$ cat src/pkg/out40_pkg.sv
package out40_pkg;

  // Host word and group geometry
  localparam int unsigned WORD_W       = 16;
  localparam int unsigned GROUP_W      = 8;
  localparam int unsigned GROUP_CNT    = 5;
  localparam int unsigned DATA_W       = 40;
  localparam int unsigned NIB_W        = 4;
  localparam int unsigned ADDR_W       = 3;
  localparam int unsigned CODE_W       = 4;

  // Digit positions inside a host word
  localparam int unsigned LOW_DIGIT_LSB  = 0;
  localparam int unsigned HIGH_DIGIT_LSB = 8;
  localparam int unsigned ALT_DIGIT_LSB  = 4;

  // Command port addresses (writes)
  localparam logic [ADDR_W-1:0] ADDR_OUTPUT_WORD = 3'h0;
  localparam logic [ADDR_W-1:0] ADDR_CLEAR_CTL   = 3'h1;
  localparam logic [ADDR_W-1:0] ADDR_SET_CTL     = 3'h2;
  localparam logic [ADDR_W-1:0] ADDR_CLEAR_FLAG  = 3'h3;
  localparam logic [ADDR_W-1:0] ADDR_PRINT_START = 3'h4;
  // Status address (reads)
  localparam logic [ADDR_W-1:0] ADDR_STATUS      = 3'h0;

  // Status word bit positions
  localparam int unsigned ST_FLAG_BIT    = 0;
  localparam int unsigned ST_CTL_BIT     = 1;
  localparam int unsigned ST_TIMEOUT_BIT = 3;
  localparam int unsigned ST_NEG_BIT     = 5;

  // Start codes
  localparam logic [CODE_W-1:0] CODE_LAST_GROUP = 4'h4;
  localparam logic [CODE_W-1:0] CODE_NO_INPUT   = 4'h5;
  localparam logic [CODE_W-1:0] CODE_CTL_BIT    = 4'h7;
  localparam logic [CODE_W-1:0] CODE_CLEAR_ALL  = 4'h8;
  localparam logic [CODE_W-1:0] CODE_SET_ALL    = 4'hF;
  localparam logic [CODE_W-1:0] CODE_RESET      = 4'h5;

  // Timing
  localparam longint unsigned CLK_PERIOD_PS   = 5000;
  localparam longint unsigned PRINT_PULSE_US  = 50;
  localparam longint unsigned TIMEOUT_MS      = 300;
  localparam longint unsigned PRINT_PULSE_CYC = (PRINT_PULSE_US * 1000000) / CLK_PERIOD_PS;
  localparam longint unsigned TIMEOUT_CYC     = (TIMEOUT_MS * 1000000000) / CLK_PERIOD_PS;
  localparam int unsigned     TIMER_W         = 27;

  // Host command sequencing mode
  typedef enum logic [1:0] {
    MODE_PRESET = 2'b01,
    MODE_DATA   = 2'b10
  } mode_e;

endpackage : out40_pkg

$ cat src/hdl/forty_bit_output_register.sv
//
// Contract
// Forty bits in five byte groups, driven
// Upper digit bits 11-8, lower 3-0
// Build option: upper digit from bits 7-4
// Extra control output bit beyond forty
// Timeout status bit 3 after 300 ms
// Status bit 5: negative hold-off not restored
// Host reads status bits by input
// Preset counter picks word count, groups
// Codes 0-4 accept five to one words
// Code 5 no data; code 7 sets control
// Code 10 clears, 17 sets all on clear-control
// Power-on forces forty outputs to zero
// Clear-control presets; next word loads code
// After code load, mode leaves preset
// Later words present digits, decode address
// Strobe end latches group, increments counter
// Skipped groups keep previous contents
// Host issues set-control with clear-flag
// Set-control starts print, enables interrupt
// Clear-flag resets flag buffer and flag
// Print command one 50 us pulse
// Peripheral takes data, returns hold-off
// Hold-off return sets flag, interrupt
// Control bit decoded from counter state
// Words past last group ignored
`timescale 1ns/1ps
`default_nettype none

module forty_bit_output_register
  import out40_pkg::*;
#(
  parameter bit              UPPER_FROM_BITS_7_4 = 1'b0,
  parameter bit              TIMEOUT_ENABLE      = 1'b1,
  parameter longint unsigned PRINT_CYCLES        = out40_pkg::PRINT_PULSE_CYC,
  parameter longint unsigned TIMEOUT_CYCLES      = out40_pkg::TIMEOUT_CYC
) (
  input  wire  logic                                i_sys_clk,
  input  wire  logic                                i_srst,
  input  wire  logic [out40_pkg::ADDR_W-1:0]        i_addr,
  input  wire  logic [out40_pkg::WORD_W-1:0]        i_wdata,
  input  wire  logic                                i_wr,
  input  wire  logic                                i_rd,
  output logic       [out40_pkg::WORD_W-1:0]        o_rdata,
  input  wire  logic                                i_pos_holdoff,
  input  wire  logic                                i_neg_holdoff,
  output logic       [out40_pkg::DATA_W-1:0]        o_data_bits,
  output logic                                      o_control_bit,
  output logic                                      o_print_command,
  output logic                                      o_flag,
  output logic                                      o_irq_request
);
  import out40_pkg::*;

  // Refuse timing values the counters cannot hold
  if (PRINT_CYCLES < 1 || PRINT_CYCLES >= (64'h1 << TIMER_W)) begin : g_bad_print
    $error("print pulse length out of range");
  end
  if (TIMEOUT_CYCLES < 1 || TIMEOUT_CYCLES >= (64'h1 << TIMER_W)) begin : g_bad_timeout
    $error("timeout length out of range");
  end

  localparam logic [TIMER_W-1:0] PRINT_LAST   = TIMER_W'(PRINT_CYCLES - 1);
  localparam logic [TIMER_W-1:0] TIMEOUT_LAST = TIMER_W'(TIMEOUT_CYCLES - 1);

  // Decoded host commands
  logic                    io_output_strobe;
  logic [WORD_W-1:0]       io_output_data_lines;
  logic                    clear_control_command;
  logic                    set_control_command;
  logic                    clear_flag_command;
  logic                    output_word_command;

  // Sequencing state
  mode_e                   mode_q;
  logic [CODE_W-1:0]       cnt_q;
  logic [CODE_W-1:0]       cnt_d;
  logic [GROUP_W-1:0]      group_q [GROUP_CNT];
  logic [GROUP_W-1:0]      digit_pair;
  logic [GROUP_CNT-1:0]    group_sel;
  logic                    data_accept;

  // Peripheral handshake
  logic                    pos_meta_q;
  logic                    pos_sync_q;
  logic                    pos_prev_q;
  logic                    neg_meta_q;
  logic                    neg_sync_q;
  logic                    neg_ref_q;
  logic                    holdoff_return;
  logic                    ctl_en_q;
  logic                    flag_buf_q;
  logic                    flag_q;
  logic                    print_q;
  logic [TIMER_W-1:0]      print_cnt_q;
  logic                    waiting_q;
  logic [TIMER_W-1:0]      wait_cnt_q;
  logic                    timeout_q;
  logic                    neg_status_q;
  logic [WORD_W-1:0]       rdata_q;

  // Host backplane decode; combined command raises both parts
  assign output_word_command   = i_wr && (i_addr == ADDR_OUTPUT_WORD);
  assign io_output_strobe      = output_word_command;
  assign io_output_data_lines  = i_wdata;
  assign clear_control_command = i_wr && (i_addr == ADDR_CLEAR_CTL);
  assign set_control_command   = i_wr && ((i_addr == ADDR_SET_CTL) ||
                                          (i_addr == ADDR_PRINT_START));
  assign clear_flag_command    = i_wr && ((i_addr == ADDR_CLEAR_FLAG) ||
                                          (i_addr == ADDR_PRINT_START));

  // Digit selection; upper digit source is a build-time option
  always_comb begin
    digit_pair[NIB_W-1:0] = io_output_data_lines[LOW_DIGIT_LSB +: NIB_W];
    if (UPPER_FROM_BITS_7_4) begin
      digit_pair[GROUP_W-1:NIB_W] = io_output_data_lines[ALT_DIGIT_LSB +: NIB_W];
    end else begin
      digit_pair[GROUP_W-1:NIB_W] = io_output_data_lines[HIGH_DIGIT_LSB +: NIB_W];
    end
  end

  // Data words only land while the counter points at a group
  assign data_accept = io_output_strobe && (mode_q == MODE_DATA) &&
                       (cnt_q <= CODE_LAST_GROUP);

  // Next counter value: preset load or advance after each accepted word
  always_comb begin
    cnt_d = cnt_q;
    if (io_output_strobe && (mode_q == MODE_PRESET)) begin
      cnt_d = io_output_data_lines[CODE_W-1:0];
    end else if (data_accept) begin
      cnt_d = cnt_q + 4'h1;
    end
  end

  // Mode flip-flop: clear-control arms preset, code load leaves it
  always_ff @(posedge i_sys_clk) begin
    if (i_srst) begin
      mode_q <= MODE_DATA;
    end else if (clear_control_command) begin
      mode_q <= MODE_PRESET;
    end else if (io_output_strobe && (mode_q == MODE_PRESET)) begin
      mode_q <= MODE_DATA;
    end
  end

  // Address counter; reset value accepts no data until preset
  always_ff @(posedge i_sys_clk) begin
    if (i_srst) begin
      cnt_q <= CODE_RESET;
    end else begin
      cnt_q <= cnt_d;
    end
  end

  // Control bit is a decode of the counter, so a reload to any code but 7 or 15 clears it
  always_ff @(posedge i_sys_clk) begin
    if (i_srst) begin
      o_control_bit <= 1'b0;
    end else begin
      o_control_bit <= (cnt_d == CODE_CTL_BIT) || (cnt_d == CODE_SET_ALL);
    end
  end

  // One-hot decode of the current address, strobed by the data word
  always_comb begin
    group_sel = '0;
    for (int g = 0; g < GROUP_CNT; g++) begin
      group_sel[g] = data_accept && (cnt_q == CODE_W'(g));
    end
  end

  // Five storage groups; group 0 holds the most significant digits
  for (genvar g = 0; g < GROUP_CNT; g++) begin : g_group
    always_ff @(posedge i_sys_clk) begin
      if (i_srst) begin
        group_q[g] <= '0;
      end else if (clear_control_command && (cnt_q == CODE_CLEAR_ALL)) begin
        group_q[g] <= '0;
      end else if (clear_control_command && (cnt_q == CODE_SET_ALL)) begin
        group_q[g] <= '1;
      end else if (group_sel[g]) begin
        group_q[g] <= digit_pair;
      end
      // Unselected groups simply hold                                          //
    end
    assign o_data_bits[DATA_W-1-g*GROUP_W -: GROUP_W] = group_q[g];
  end

  // Two-stage synchronisers for the peripheral hold-off lines
  always_ff @(posedge i_sys_clk) begin
    if (i_srst) begin
      pos_meta_q <= 1'b0;
      pos_sync_q <= 1'b0;
      neg_meta_q <= 1'b0;
      neg_sync_q <= 1'b0;
    end else begin
      pos_meta_q <= i_pos_holdoff;
      pos_sync_q <= pos_meta_q;
      neg_meta_q <= i_neg_holdoff;
      neg_sync_q <= neg_meta_q;
    end
  end

  // Previous synchronised level for return detection
  always_ff @(posedge i_sys_clk) begin
    if (i_srst) begin
      pos_prev_q <= 1'b0;
    end else begin
      pos_prev_q <= pos_sync_q;
    end
  end

  // Hold-off returning to ground is the peripheral's completion
  assign holdoff_return = pos_prev_q && !pos_sync_q;

  // Control flip-flop gates the interrupt request
  always_ff @(posedge i_sys_clk) begin
    if (i_srst) begin
      ctl_en_q <= 1'b0;
    end else if (set_control_command) begin
      ctl_en_q <= 1'b1;
    end else if (clear_control_command) begin
      ctl_en_q <= 1'b0;
    end
  end

  // Print pulse: fixed length, retriggered by a fresh set-control
  always_ff @(posedge i_sys_clk) begin
    if (i_srst) begin
      print_q     <= 1'b0;
      print_cnt_q <= '0;
    end else if (set_control_command) begin
      print_q     <= 1'b1;
      print_cnt_q <= '0;
    end else if (print_q) begin
      if (print_cnt_q == PRINT_LAST) begin
        print_q <= 1'b0;
      end else begin
        print_cnt_q <= print_cnt_q + TIMER_W'(1);
      end
    end
  end

  assign o_print_command = print_q;

  // Override timer; a lost hold-off must not lock the host up
  always_ff @(posedge i_sys_clk) begin
    if (i_srst) begin
      waiting_q  <= 1'b0;
      wait_cnt_q <= '0;
      timeout_q  <= 1'b0;
    end else if (set_control_command) begin
      waiting_q  <= 1'b1;
      wait_cnt_q <= '0;
      timeout_q  <= 1'b0;
    end else if (waiting_q) begin
      if (holdoff_return) begin
        waiting_q <= 1'b0;
      end else if (wait_cnt_q == TIMEOUT_LAST) begin
        waiting_q <= 1'b0;
        timeout_q <= TIMEOUT_ENABLE;
      end else begin
        wait_cnt_q <= wait_cnt_q + TIMER_W'(1);
      end
    end
  end

  // Negative hold-off level remembered at the print command
  always_ff @(posedge i_sys_clk) begin
    if (i_srst) begin
      neg_ref_q    <= 1'b0;
      neg_status_q <= 1'b0;
    end else if (set_control_command) begin
      neg_ref_q    <= neg_sync_q;
      neg_status_q <= 1'b0;
    end else if (holdoff_return && (neg_sync_q != neg_ref_q)) begin
      neg_status_q <= 1'b1;
    end
  end

  // Flag buffer then flag; a new event beats a same-cycle clear
  always_ff @(posedge i_sys_clk) begin
    if (i_srst) begin
      flag_buf_q <= 1'b0;
    end else if (holdoff_return || (timeout_q == 1'b0 && waiting_q &&
                 wait_cnt_q == TIMEOUT_LAST && TIMEOUT_ENABLE)) begin
      flag_buf_q <= 1'b1;
    end else if (clear_flag_command) begin
      flag_buf_q <= 1'b0;
    end
  end

  always_ff @(posedge i_sys_clk) begin
    if (i_srst) begin
      flag_q <= 1'b0;
    end else if (flag_buf_q && !clear_flag_command) begin
      flag_q <= 1'b1;
    end else if (clear_flag_command) begin
      flag_q <= flag_buf_q && holdoff_return;
    end
  end

  assign o_flag = flag_q;

  // Interrupt request only while control is set
  always_ff @(posedge i_sys_clk) begin
    if (i_srst) begin
      o_irq_request <= 1'b0;
    end else begin
      o_irq_request <= flag_q && ctl_en_q && !clear_flag_command;
    end
  end

  // Status read; data stand for the single cycle after the strobe
  always_ff @(posedge i_sys_clk) begin
    if (i_srst) begin
      rdata_q <= '0;
    end else begin
      rdata_q <= '0;
      if (i_rd && (i_addr == ADDR_STATUS)) begin
        rdata_q[ST_FLAG_BIT]    <= flag_q;
        rdata_q[ST_CTL_BIT]     <= ctl_en_q;
        rdata_q[ST_TIMEOUT_BIT] <= timeout_q;
        rdata_q[ST_NEG_BIT]     <= neg_status_q;
      end
    end
  end

  assign o_rdata = rdata_q;

endmodule // forty_bit_output_register

`default_nettype wire

$ cat config.mk
export PLATFORM = sky130hd
export DESIGN_NAME = forty_bit_output_register
export DESIGN_NICKNAME = d
export VERILOG_FILES = /design/src/pkg/out40_pkg.sv /design/src/hdl/forty_bit_output_register.sv
export SDC_FILE = /design/constraint.sdc
export NUM_CORES = 1
export LEC_CHECK = 0
export BUFFER_PORTS_ARGS = -buffer_cell sky130_fd_sc_hd__clkbuf_2
export CORE_MARGIN = 1
export CORE_UTILIZATION = 40
export CTS_BUF_LIST = sky130_fd_sc_hd__clkbuf_16
export DETAILED_ROUTE_END_ITERATION = 8
export PLACE_DENSITY = 0.63
export SYNTH_ARGS = -nofsm -noshare
export SYNTH_HDL_FRONTEND = slang
export SYNTH_SLANG_ARGS = --single-unit
$ cat constraint.sdc
create_clock -name i_sys_clk -period 2.4 [get_ports i_sys_clk]
set_input_delay 0.24 -clock i_sys_clk [delete_from_list [all_inputs] [get_ports i_sys_clk]]
set_output_delay 0.24 -clock i_sys_clk [all_outputs]
set_load 0.02 [all_outputs]
==> results of run 1 <==
[per-layer routing]
layer  up-vias  GRT usage (%)
met2       121           28.1
met1      1955           21.2
li1       2067              -
met5         -              0
met3        17           4.54
met4         0           7.45
[through the flow]
step                worst slack [ns]  hold WS (ns)  area (µm²)
global route                  0.0588        0.0700        6520
detailed placement             0.207         0.430        5890
finish                         0.225        0.0448        6520
floorplan                      0.366         0.368        5450
CTS                            0.195        0.0313        6520
global placement               0.186         0.427        5890
[power by group through the flow]
stage | Combinational, mW | Clock (mW) | Sequential (mW)
global placement | 0.228 | 0 | 2.18
CTS | 0.231 | 2.71 | 2.14
detailed placement | 0.231 | 0 | 2.18
floorplan | 0.127 | 0 | 2.21
finish | 0.231 | 2.67 | 2.14
global route | 0.255 | 2.81 | 2.14
[Yosys cell counts (12+ instances only)]
library cell and n:
a21oi_1 24, nand4_1 17, clkbuf_1 12, nand2_1 49, buf_4 12, xor2_1 27, edfxtp_1 40, dfxtp_1 79
nand3_1 23, nor2_1 55, and3_1 16, a21o_1 40
[sequential cells by signal, summed over array words and instances (netlist names), 2 cells and up]
name and cells:
wait_cnt_q 27, o_rdata 4, group_q 40, mode_q 2, print_cnt_q 27, cnt_q 4
[worst max-delay path, stage by stage, from the launching register on]
cell	delay (ns)
dfxtp_1	0.41
ha_1	0.24
nand3_1	0.17
or4_1	0.67
a21oi_2	0.26
a31oi_1	0.12
a41o_1	0.21
[placed cells by master (no fill, tap or decap), drive strengths merged, types with 13 or more instances in the layout]
master	n
a21o	40
a21oi	25
and3	16
clkbuf	81
dfxtp	79
edfxtp	40
inv	13
nand2	49
nand3	25
nand4	18
nor2	56
nor3	13
o21ai	14
xor2	27
[path summary, 6_finish.rpt]
kind | from | slack, ns | endpoint | cells after the start
min | i_pos_holdoff | 0.04 | pos_meta_q$_SDFF_PP0_ | 2
max reg2reg | wait_cnt_q[0]$_SDFFE_PP0P_ | 0.23 | wait_cnt_q[14]$_SDFFE_PP0P_ | 6
max | wait_cnt_q[0]$_SDFFE_PP0P_ | 0.23 | wait_cnt_q[14]$_SDFFE_PP0P_ | 6
min reg2reg | pos_meta_q$_SDFF_PP0_ | 0.45 | pos_sync_q$_SDFF_PP0_ | 1
[what timing repair did]
action	in CTS	in global routing
setup endpoints to repair	0	31
resized for setup	0	1
buffers inserted	0	0
[logic make-up after synthesis]
group | Yosys count | share of synthesized area (%)
simple gates | 231 | 23.3
flops | 119 | 51.4
compound gates | 100 | 12.8
buf+inv | 47 | 4.46
xor+xnor | 38 | 6.15
fa+ha+maj | 6 | 1.39
mux | 2 | 0.370
other cells | 1 | 0.0693
[layout make-up]
cell class | instances | area share (%)
inverter | 11 | 0.633
multi-input combinational | 389 | 37.4
tap | 176 | 3.38
sequential | 119 | 42.7
clock buffer | 17 | 6.52
timing repair buffer | 76 | 6.29
clock inverter | 15 | 3.11
==> reports/metrics.yaml, run 1 <==
final_layout:
  finalNetCount: 645
  layout-drive-gt1-share_pct: 20.1
  finished_layout_cells: 803
  flow.area_growth_from_synthesis_pct: 20.5
  multiInputGateArea_um2: 2440
  seq_area_um2: 2780
  fillerInstances: 1234
  core_occupancy_in_the_finished_layout_pct: 49.3
  antenna_fix_cells: 0
sta:
  finalSetupViolations: 0
  slew_headroom_pct: 37.8
  final-max-slew-violation-count: 0
  worst-slew-pin-transition_ns: 0.933
  hold_violations: 0
  period_needed_ns: 2.17
  rsz0062_at_grt: "no"
  achievable-frequency_mhz: 460
  finalCritPeriodShare_pct: 90.6
  timing.setup.tns_ns: 0
  clock_skew_ns: 0.00821
yosys:
  yosys_warnings: 0
  mappedNetlistArea_um2: 5410
  synth_cell_types: 55
  async_reset_ff_share_pct: 0
  synth_top_area_share_pct: 29.2
  synth_edf_count: 40
  synth.avg_cell_area_um2: 9.95
  post_synth_main_area_contributors: "dfxtp_1 (29%), edfxtp_1 (22%), a21o_1 (5.5%)"
  yosys.area.top_type: "dfxtp_1"
  synth_sequential_area_ratio_pct: 51.4
  postSynthRegisterBits: 119
  synthFlopType: "dfxtp_1"
  syn_inst: 544
clocking:
  cts_num_sinks: 119
  ctsHtreeMaxLevel: 4
  tritoncts: "done"
  clkLatencyLatePin_ns: 0.41
  max-clock-path-buffers: 2
  cts-hold-fix-buffers: 0
  tritoncts.num_buffers: 17
  clock_tree.root_cell: "clkbuf_16"
  worst_setup_hold_path_clk_slew_ns: 0.06
die:
  die_h_um: 118
  floorplan.die.width_um: 118
  std_cell_rows: 42
  core_area_um2: 13200
  start_util_pct: 40.9
  io_pins: 85
  floorplan.die_area_um2: 14000
pwr:
  power_frac_clock_pct: 52.9
  p_int_mw: 3.92
  power.ir.vdd_worst_mv: 0.551
  power-per-cell-area_nw_per_um2: 772
  power.leakage_nw: 2.89
  total_power_mw: 5.04
  share_comb_of_total_power_pct: 4.6
  switching_share_pct: 22.1
  net-switching-power_mw: 1.12
  power_frac_seq_pct: 42.5
grt:
  maximum_number_of_pins_on_one_net_before_global_route_repair: 41
  grt_first_pass_wirelength_um: 19200
  grt_util_overall_pct: 17.2
  first_global_vias: 4027
  grt_overflow: 0
  antenna_found_initial: 0
routing:
  wirelength_um: 11100
  dr.first_iter.drc_count: 217
  route.vias.total: 4160
  routed-wl-met2_um: 5310
  uppermost_metal_layer_occupied_by_signal_nets: "met4"
  post-route-drc-count: 0
  met3_wirelength_um: 576
  remaining_antenna_violation_count_after_routing: 0
  avgRoutedWirePerCell_um: 13.8
  post_drt_via_cell_ratio: 5.18
  met1Wirelength_um: 5040
  pre_antenna_drt_iters: 5
placed_design:
  port_buffers: 64
  gp_routability_congestion: 0.789
  placed_cells: 771
  detailedPlacementHpwl_um: 7600
worst_setup_path:
  critical_path_maximum_fanout: 9
  timing.critical_path.to_type: "flop"
  worstSetupPathType: "reg2reg"
  worstPathRequired_ns: 2.70
  worstPathArrival_ns: 2.48
  worstSetupStartpointType: "flop"
min_path:
  timing.hold.worst.class: "in2reg"
flow_run:
  number_of_maximum_capacitance_violations: 0
run_status:
  outcome: "complete, no violations"
(Power assumes the default switching activity.)
==> inputs of run 2 (changes only) <==
--- a/config.mk
+++ b/config.mk
@@ -8,7 +8,7 @@
 export BUFFER_PORTS_ARGS = -buffer_cell sky130_fd_sc_hd__clkbuf_2
 export CORE_MARGIN = 1
 export CORE_UTILIZATION = 40
-export CTS_BUF_LIST = sky130_fd_sc_hd__clkbuf_16
+export CTS_BUF_LIST = sky130_fd_sc_hd__clkbuf_8
 export DETAILED_ROUTE_END_ITERATION = 8
 export PLACE_DENSITY = 0.63
 export SYNTH_ARGS = -nofsm -noshare
==> reports/metrics.yaml, run 2 (synthesized netlist as in run 1, its figures left out) <==
run_status:
  outcome: "complete, no violations"
clocking:
  cts_num_sinks: 119
  worst_setup_hold_path_clk_slew_ns: 0.07
  tritoncts.num_buffers: 17
  max-clock-path-buffers: 2
  clkLatencyLatePin_ns: 0.44
  ctsHtreeMaxLevel: 4
  cts_setup_buffers: 0
  tritoncts: "done"
  clock_tree.root_cell: "clkbuf_8"
final_layout:
  most-common-layout-cells: "dfxtp_1 (79), clkbuf_2 (64), nor2_1 (55)"
  post_layout_inst_area_um2: 6340
  layout_commonest_cell: "dfxtp_1"
  biggestRegsByFlops: "group_q (40), print_cnt_q (27), wait_cnt_q (27)"
  flow.area_growth_from_synthesis_pct: 17.2
  antenna_fix_cells: 0
  largest_reg_flops: 40
  finished_layout_cells: 804
  finalNetCount: 646
  max_flop_register: "group_q"
  layout-drive-gt1-share_pct: 20.1
  fillerInstances: 1257
worst_setup_path:
  cp_cell_sequence: "ha_1 -> nand3_1 -> or4_1 -> a21oi_2 -> a31oi_1 -> a41o_1"
  critical-path-top-delay-family: "simple AND/OR/NAND/NOR gates"
  worstPathRequired_ns: 2.73
  worstSetupStartpointType: "flop"
  critical_path.max_stage_delay_ns: 0.68
  r2r_start: "wait_cnt_q[0]$_SDFFE_PP0P_"
  worstSetupPathType: "reg2reg"
  critical_path_maximum_fanout: 9
  critical_path.startpoint: "wait_cnt_q[0]$_SDFFE_PP0P_"
  r2r_slack_ns: 0.23
  timing.critical_path.to_type: "flop"
  crit_buf_inv: 0
  worstReg2RegEnd: "wait_cnt_q[14]$_SDFFE_PP0P_"
  crit_path_slowest_cell: "or4_1"
  worstPathArrival_ns: 2.49
  r2r_cell_count: 6
die:
  floorplan.die.width_um: 118
  floorplan.die_area_um2: 14000
  std_cell_rows: 42
  die_h_um: 118
  io_pins: 85
  core_area_um2: 13200
  start_util_pct: 40.9
sta:
  achievable-frequency_mhz: 462
  fin_worst_hold_slack_ns: 0.0355
  timing.setup.tns_ns: 0
  finalCritPeriodShare_pct: 90.2
  worst-slew-pin-transition_ns: 0.928
  hold_violations: 0
  finalSetupViolations: 0
  rsz0062_at_grt: "no"
  slew_headroom_pct: 38.1
  final-max-slew-violation-count: 0
  clock_skew_ns: 0.0116
  period_needed_ns: 2.17
min_path:
  worstHoldEndpoint: "neg_meta_q$_SDFF_PP0_"
  hold_depth: 2
  timing.hold.worst.class: "in2reg"
  startpoint_of_the_most_critical_hold_path: "i_neg_holdoff"
placed_design:
  post_dp_cell_area_um2: 5890
  port_buffers: 64
  detailedPlacementHpwl_um: 7600
  gp_routability_congestion: 0.789
  placed_cells: 771
routing:
  route.vias.total: 4153
  remaining_antenna_violation_count_after_routing: 0
  wirelength_um: 10900
  dr.first_iter.drc_count: 230
  avgRoutedWirePerCell_um: 13.6
  post-route-drc-count: 0
  post_drt_via_cell_ratio: 5.17
  pre_antenna_drt_iters: 4
pwr:
  power.ir.vdd_worst_mv: 0.270
  power.leakage_nw: 2.81
  power-per-cell-area_nw_per_um2: 685
  total_power_mw: 4.35
grt:
  maximum_number_of_pins_on_one_net_before_global_route_repair: 41
  antenna_found_initial: 0
  first_global_vias: 3902
  grt_overflow: 0
  grt_util_overall_pct: 16.8
  grt_first_pass_wirelength_um: 18800
flow_run:
  number_of_maximum_capacitance_violations: 0
==> run 2: cell count changes in the layout (fill, tap and decap cells not counted) <==
cell,before,now
clkbuf_16,17,0
clkbuf_8,0,17
dlygate4sd3_1,0,1
==> run 2: per-layer routing <==
metal	vias up	global-route usage, %	wire length (µm)
met5	-	0	0
li1	2060	-	-
met1	1969	20.9	5040
met3	13	4.97	518
met4	0	6.17	156
met2	111	27.6	5210
==> run 2: worst reg2reg max path: stages (launching register included) <==
cell	delay, ns
dfxtp_1	0.41
ha_1	0.24
nand3_1	0.17
or4_1	0.68
a21oi_2	0.26
a31oi_1	0.11
a41o_1	0.21
==> run 2: area by class of cell <==
class / instances / area, µm² / share of cell area [%]
clock buffer: 17 / 234 / 3.69
clock inverter: 15 / 203 / 3.20
inverter: 11 / 41.3 / 0.651
multi-input combinational: 389 / 2440 / 38.5
sequential: 119 / 2780 / 43.9
tap: 176 / 220 / 3.47
timing repair buffer: 77 / 420 / 6.63
==> run 2: worst max path at each step <==
| stage | to | slack, ns | depth (start not counted) |
|---|---|---|---|
| after floorplan | group_q[3][0]$_DFFE_PP_ | 0.37 | 8 |
| after global placement | group_q[2][6]$_DFFE_PP_ | 0.19 | 6 |
| after detailed placement | group_q[2][4]$_DFFE_PP_ | 0.21 | 6 |
| after CTS | group_q[2][2]$_DFFE_PP_ | 0.19 | 6 |
| after global routing | wait_cnt_q[5]$_SDFFE_PP0P_ | 0.06 | 6 |
| final | wait_cnt_q[14]$_SDFFE_PP0P_ | 0.23 | 6 |
==> run 2: through the flow <==
stage                     setup slack, ns  utilization (%)
after floorplan                     0.366                -
after global placement              0.186             44.5
after detailed placement            0.207             44.5
after CTS                           0.194             47.8
after global routing               0.0582             47.9
final                               0.235             47.9
==> run 2: report_power, final <==
part,switching (mW),internal [mW]
registers,0.0219,2.11
logic,0.167,0.0646
clock network,0.843,1.13
total,1.03,3.31
==> run 2: what timing repair did <==
action | CTS | global route
endpoints found under the hold margin | 1 | 0
hold buffers | 1 | 0
setup endpoints to repair | 0 | 30
resized for setup | 0 | 1
